<file path="src/jcc_pkg.sv">
// Package of constants and types for the chain configuration handshake
package jcc_pkg;
   // Extra TCK cycles needed after the last bitstream bit
   localparam int JCC_INIT_TCKS = 299;
   localparam int JCC_CNT_W = 16;
   localparam logic [1:0] JCC_SCHEME_PRODUCTION = 2'h0;
   // Register offsets
   localparam logic [1:0] JCC_ADDR_STATUS = 2'h0;
   localparam logic [1:0] JCC_ADDR_MASK = 2'h1;
   localparam logic [1:0] JCC_ADDR_STATE = 2'h2;

   typedef enum logic [2:0] {
      JCC_IDLE = 3'b000,
      JCC_LOAD = 3'b001,
      JCC_INIT = 3'b010,
      JCC_DONE = 3'b011,
      JCC_FAIL = 3'b100
   } jcc_state_t;

   // Test port pins after synchronisation
   typedef struct packed {
      logic tck;
      logic tdi;
      logic tms;
   } jcc_tap_t;

   // Interrupt event layout
   typedef struct packed {
      logic failed;
      logic completed;
   } jcc_irq_t;
endpackage

</file>
<file path="src/jcc_chain_handshake.sv">
// Chain-enable, error and completion handshake of the configuration port
//
// The address map and the address-and-strobe port were left to the implementer.
`timescale 1ns/100ps
module jcc_chain_handshake
   import jcc_pkg::*;
#(
   parameter int BIT_COUNT = 1024,
   parameter int INIT_TCKS = JCC_INIT_TCKS
) (
   // Clock and reset
   input wire logic clk,
   input wire logic reset,
   // Test port pins
   input wire logic tck,
   input wire logic tdi,
   input wire logic tms,
   output logic tdo,
   output logic tdoOe,
   // Bypass select, as decoded by the test port controller
   input wire logic bypassSel,
   // Configuration pins
   input wire logic chainEnableIn_n,
   input wire logic configRequest_n,
   input wire logic [1:0] schemeSelect,
   input wire logic serialConfigClock,
   input wire logic loadError,
   output logic chainEnableOut_n,
   output logic chainEnableOutOe,
   output logic configErrorLine_n,
   output logic configComplete,
   // Register port
   input wire logic [1:0] regAddr,
   input wire logic [7:0] regWdata,
   input wire logic regWrite,
   input wire logic regRead,
   output logic [7:0] regRdata,
   output logic irq
);
   // Straps are only reported, but they still cross from the board
   logic [1:0] schemeSync1, schemeSync2;
   logic strapClkSync1, strapClkSync2;

   jcc_tap_t sync1, sync2;
   logic tckLast, tckRise, tckFall;
   logic reqSync1, reqSync2, ceSync1, ceSync2, errSync1, errSync2;
   jcc_state_t state;
   // Shared by load and init; it restarts between the two
   logic [JCC_CNT_W-1:0] count;
   logic bypassBit;
   jcc_irq_t status, mask, events;

   always_ff @(posedge clk or posedge reset) begin
      if (reset) begin
         sync1 <= '0;
         sync2 <= '0;
         {reqSync1, reqSync2, ceSync1, ceSync2} <= 4'h0;
         {errSync1, errSync2} <= 2'h0;
         tckLast <= 1'b0;
      end else begin
         sync1 <= '{tck: tck, tdi: tdi, tms: tms};
         sync2 <= sync1;
         reqSync1 <= configRequest_n;
         reqSync2 <= reqSync1;
         ceSync1 <= chainEnableIn_n;
         ceSync2 <= ceSync1;
         errSync1 <= loadError;
         errSync2 <= errSync1;
         tckLast <= sync2.tck;
      end
   end

   always_ff @(posedge clk or posedge reset) begin
      if (reset) begin
         schemeSync1 <= 2'h0;
         schemeSync2 <= 2'h0;
         strapClkSync1 <= 1'b0;
         strapClkSync2 <= 1'b0;
      end else begin
         schemeSync1 <= schemeSelect;
         schemeSync2 <= schemeSync1;
         strapClkSync1 <= serialConfigClock;
         strapClkSync2 <= strapClkSync1;
      end
   end

   assign tckRise = sync2.tck & ~tckLast;
   assign tckFall = ~sync2.tck & tckLast;

   // Loading starts only while enabled and not held in reconfiguration
   always_ff @(posedge clk or posedge reset) begin
      if (reset) begin
         state <= JCC_IDLE;
         count <= '0;
      end else if (!reqSync2) begin
         state <= JCC_IDLE;
         count <= '0;
      end else begin
         case (state)
            // The arming rise carries no bitstream bit
            JCC_IDLE: begin
               count <= '0;
               if (!ceSync2 && !bypassSel && tckRise) begin
                  state <= JCC_LOAD;
               end
            end
            JCC_LOAD: begin
               if (errSync2) begin
                  state <= JCC_FAIL;
               end else if (tckRise && !bypassSel) begin
                  if (count == JCC_CNT_W'(BIT_COUNT - 1)) begin
                     state <= JCC_INIT;
                     count <= '0;
                  end else begin
                     count <= count + 1'b1;
                  end
               end
            end
            JCC_INIT: begin
               if (errSync2) begin
                  state <= JCC_FAIL;
               end else if (tckRise) begin
                  if (count == JCC_CNT_W'(INIT_TCKS - 1)) begin
                     state <= JCC_DONE;
                  end else begin
                     count <= count + 1'b1;
                  end
               end
            end
            JCC_DONE: state <= JCC_DONE;
            JCC_FAIL: state <= JCC_FAIL;
            default: state <= JCC_IDLE;
         endcase
      end
   end

   always_ff @(posedge clk or posedge reset) begin
      if (reset) begin
         configErrorLine_n <= 1'b1;
         configComplete <= 1'b0;
      end else begin
         configErrorLine_n <= (state != JCC_FAIL);
         configComplete <= (state == JCC_DONE);
      end
   end

   // chain enable held high until done, then driven low
   always_ff @(posedge clk or posedge reset) begin
      if (reset) begin
         chainEnableOut_n <= 1'b1;
         chainEnableOutOe <= 1'b1;
      end else begin
         chainEnableOut_n <= (state != JCC_DONE);
         chainEnableOutOe <= 1'b1;
      end
   end

   // single bypass stage, TDO changes on falling TCK
   always_ff @(posedge clk or posedge reset) begin
      if (reset) begin
         bypassBit <= 1'b0;
         tdo <= 1'b0;
         tdoOe <= 1'b0;
      end else begin
         if (tckRise) begin
            bypassBit <= sync2.tdi;
         end
         // Enable changes only at a fall, so TDO never switches mid-bit
         if (tckFall) begin
            tdo <= bypassBit;
            tdoOe <= bypassSel;
         end
      end
   end

   // Sticky events; a new event wins over a clear in the same cycle
   // Each event is the first cycle spent in DONE or FAIL
   assign events.completed = (state == JCC_DONE) & ~configComplete;
   assign events.failed = (state == JCC_FAIL) & configErrorLine_n;
   always_ff @(posedge clk or posedge reset) begin
      if (reset) begin
         status <= '0;
         mask <= '0;
      end else begin
         if (regWrite && regAddr == JCC_ADDR_MASK) begin
            mask <= regWdata[1:0];
         end
         if (regWrite && regAddr == JCC_ADDR_STATUS) begin
            status <= (status & ~jcc_irq_t'(regWdata[1:0])) | events;
         end else begin
            status <= status | events;
         end
      end
   end

   // Level output; it stays high until software clears or masks it
   always_ff @(posedge clk or posedge reset) begin
      if (reset) begin
         irq <= 1'b0;
      end else begin
         irq <= |(status & mask);
      end
   end

   // Unmapped addresses read zero
   // State word: straps, synchronised pins, then the state code
   always_ff @(posedge clk or posedge reset) begin
      if (reset) begin
         regRdata <= '0;
      end else if (regRead) begin
         case (regAddr)
            JCC_ADDR_STATUS: regRdata <= {6'h0, status};
            JCC_ADDR_MASK: regRdata <= {6'h0, mask};
            JCC_ADDR_STATE: regRdata <= {schemeSync2, strapClkSync2,
                                         ceSync2, reqSync2, state};
            default: regRdata <= '0;
         endcase
      end else begin
         regRdata <= '0;
      end
   end
endmodule

</file>
<file path="config.mk">
export PLATFORM = sky130hd
export DESIGN_NAME = jcc_chain_handshake
export DESIGN_NICKNAME = d
export VERILOG_FILES = /design/src/jcc_pkg.sv /design/src/jcc_chain_handshake.sv
export SDC_FILE = /design/constraint.sdc
export NUM_CORES = 1
export LEC_CHECK = 0
export BUFFER_PORTS_ARGS = -buffer_cell sky130_fd_sc_hd__clkbuf_2
export CELL_PAD_IN_SITES_DETAIL_PLACEMENT = 0
export CELL_PAD_IN_SITES_GLOBAL_PLACEMENT = 1
export CORE_ASPECT_RATIO = 0.7
export CORE_MARGIN = 5
export CORE_UTILIZATION = 39
export DETAILED_ROUTE_END_ITERATION = 12
export PLACE_DENSITY_LB_ADDON = 0.12
export SYNTH_ARGS = -nofsm -noshare
export SYNTH_HDL_FRONTEND = slang
export SYNTH_SLANG_ARGS = --single-unit
</file>
<file path="constraint.sdc">
create_clock -name clk -period 2 [get_ports clk]
set_clock_uncertainty 0.05 [all_clocks]
set_input_delay 0 -clock clk [delete_from_list [all_inputs] [get_ports clk]]
set_output_delay 0 -clock clk [all_outputs]
set_load 0.02 [all_outputs]
</file>
==> impl_metrics.ini <==
[clock_network]
clock_path_buffers = 2
h-tree-depth = 2
cts_root_buffer = clkbuf_8
clkTransAtPathRegs_ns = 0.09
clock-sinks = 55
cts_tree = yes
cts_buffers = 5
clk_latency_ns = 0.30

[worst_setup_path]
path_buf_inv = 2
crit_type = flop to flop
r2r_slack_ns = -0.17
crit_path_start_kind = flop
cpMaxStageDelayCell = or4b_4
crit_start = count[0]
cp.required_ns = 2.18
path_depth = 9
slowest_delay_ns = 0.53
arrival_ns = 2.35
r2r-end = count[2]
worstReg2RegStart = count[0]
cp-endpoint = count[2]
cp_common_cell = o21ai_1
r2r_cells = 9
end_kind = flop
cp_cell_sequence = inv_1 -> ha_2 -> nor4bb_4 -> nand4_1 -> or4b_4 -> a21boi_4 -> buf_12 -> o21ai_1 -> o21ai_1
cp_top_family = simple AND/OR/NAND/NOR gates
critPathMaxFanout = 15

[global_routing]
grt_pass1_vias = 1806
grt-ovfl-total = 0
grt_use_met3_pct = 3.61
top_usage_layer = met1
antenna_found_initial = 0
grt_pass1_wl_mm = 8.93
grtUsageMet1_pct = 23.8
gr-usage-all-layers_pct = 14.9
grt.met2_usage_pct = 19.9
grt_max_degree = 35

[die]
start_util_pct = 40.7
row_count = 23
die_width_um = 103
dieHeight_um = 75.2
core_mm2 = 0.00581
dieArea_mm2 = 0.00776
io_pins = 39

[place]
place_ws_ns = -0.236
hpwl_mm = 3.83
place_area_mm2 = 0.00283
port_buffers = 30
place_inst = 349
place_congestion = 0.775

[cells_and_area]
fin_nets = 321
n_antenna_cell = 0
finish.instance_area_mm2 = 0.00311
drive_above_1_share_pct = 30.2
multi_input_area_um2 = 941
instances_no_fill = 370
register_area_mm2 = 0.00138
fill_cells = 539
synthToLayoutAreaGrowth_pct = 31.5

[route]
wirelength_mm = 5.27
antenna_left = 0
drtIter0Drc = 78
drt-vias-per-instance = 5.09
vias = 1885
first_pass_iters = 4
drc = 0
wire_per_inst_um = 14.3

[outcome]
status = finished, violations left
violations = negative setup slack

[sta]
max_freq_mhz = 460
hold_ws_ns = 0.0268
setup_ws_ns = -0.172
worstMarginPinSlew_ns = 0.513
finalMaxSlewViolations = 0
grt_setup_unrepaired = yes
post-route-min-period_ns = 2.17
period_share_pct = 109
final-setup-viol-count = 15
hold_viol = 0
max-slew-margin-rel_pct = 65.8

[synth]
async_flop_share_pct = 100
ys_ff_latch = 55
synth_area_mm2 = 0.00237
syn_inst = 220
avgSynthCellArea_um2 = 10.8
yosys_warnings = 0
yosysSeqAreaShare_pct = 58.2
synth_edf_count = 0
ys_dominant_reg_cell = dfrtp_1
syn_nets = 246
yosysUniqueCellTypes = 49

[min_path]
hold_class = primary input to flop

[power_and_ir_drop]
total_power_mw = 2.13
power_density_mw_per_mm2 = 682
power.leakage_nw = 1.45
vdd_ir_drop_max_v = 0.000492

[job]
maxCapViolations = 0
## state kept, by name (all words and copies together) (netlist names), 2 cells and up
signal       flops
schemeSync1      2
sync2            2
status           2
regRdata         8
count           16
state            3
schemeSync2      2
sync1            2
mask             2
## cell type report
cell class / count / area share, %
clock buffer: 5 / 2.21
clock inverter: 2 / 1.21
inverter: 10 / 1.21
multi-input combinational: 147 / 30.2
sequential: 55 / 44.3
tap: 75 / 3.01
timing repair buffer: 76 / 17.9
## worst reg2reg max path, delay by kind of cell, from the launching register on
kind,cells,cell delay [ns]
fa+ha+maj,1,0.19
compound gates,3,0.34
buf+inv,2,0.22
flops,1,0.38
simple gates,3,0.92
## cells in the final DEF (no fill, tap or decap), types with 7 or more instances in the layout
master,count
buf_4,30
dlygate4sd3_1,13
dfrtp_1,53
o21ai_1,21
and3_1,9
a21oi_1,7
nand2_1,19
o21ai_0,7
inv_1,8
nand3_1,10
clkbuf_2,30
## where the power goes
group	leakage, nW	internal [mW]	switching (mW)
combinational	0.693	0.105	0.114
sequential	0.707	1.17	0.0288
clock	0.0502	0.366	0.344
## worst min path at each step
stage | start | to | slack, ns | cells after the start
detailed placement | reset | count[10] | 0.001 | 2
global placement | reset | count[10] | -0.005 | 2
CTS | regAddr[1] | regRdata[0] | 0.01 | 3
finish | regAddr[1] | regRdata[0] | 0.03 | 3
global route | regAddr[1] | regRdata[0] | 0.04 | 3
floorplan | chainEnableIn_n | ceSync1 | -0.02 | 0
## per-layer routing
layer / part of all wire (%) / wire length [µm] / vias up
met3: 6.2 / 327 / 2
met4: 0.36 / 19 / 0
met1: 54 / 2840 / 902
met5: 0 / 0 / -
met2: 40 / 2090 / 44
li1: - / - / 937
## synth_stat cells (2+ instances only)
library cell  number  area, µm²
dfstp_2            2       52.6
mux2_2             5       56.3
or3_1              6       37.5
nor2b_1            3       18.8
nand4_1            6       37.5
nand3b_1           2       15.0
a31oi_1            4       25.0
nor3b_1            2       15.0
o21ai_1           21        105
nor3_1             6       30.0
nand2_1           19       71.3
buf_2              2       10.0
inv_1              9       33.8
nand3_1           10       50.1
and2_1             4       25.0
a21oi_1            7       35.0
mux2i_1            2       20.0
nor4bb_1           2       20.0
clkbuf_1           4       15.0
and3_1             9       56.3
o21ai_0            7       35.0
nand2b_1           2       12.5
dfrtp_1           53       1330
nor2_1             7       26.3
ha_1               2       25.0
## repair_timing
item	4_1_cts	5_1_grt
setup endpoints to repair	16	16
setup buffers	0	1
pin swaps	1	2
hold buffers	13	0
endpoints found under the hold margin	41	0
cloned	0	0
gates resized for setup	5	3
## kinds of logic (layout without fill, tap and decap cells)
| group | Yosys count | count (layout) | share of synthesized area [%] |
|---|---|---|---|
| fa+ha+maj | 2 | 2 | 1.06 |
| compound gates | 50 | 50 | 12.9 |
| mux | 7 | 7 | 3.22 |
| simple gates | 87 | 87 | 21.0 |
| buf+inv | 18 | 93 | 3.43 |
| flops | 55 | 55 | 58.2 |
| other cells | 1 | 1 | 0.158 |
## through the flow
stage,utilization (%),setup TNS (ns)
2_1_floorplan,-,-0.226
3_3_place_gp,48.8,-4.41
3_5_place_dp,48.8,-3.05
4_1_cts,53.3,-1.93
5_1_grt,53.6,-4.23
6_report,53.6,-2.04
Power figures use the tool's default switching activity.
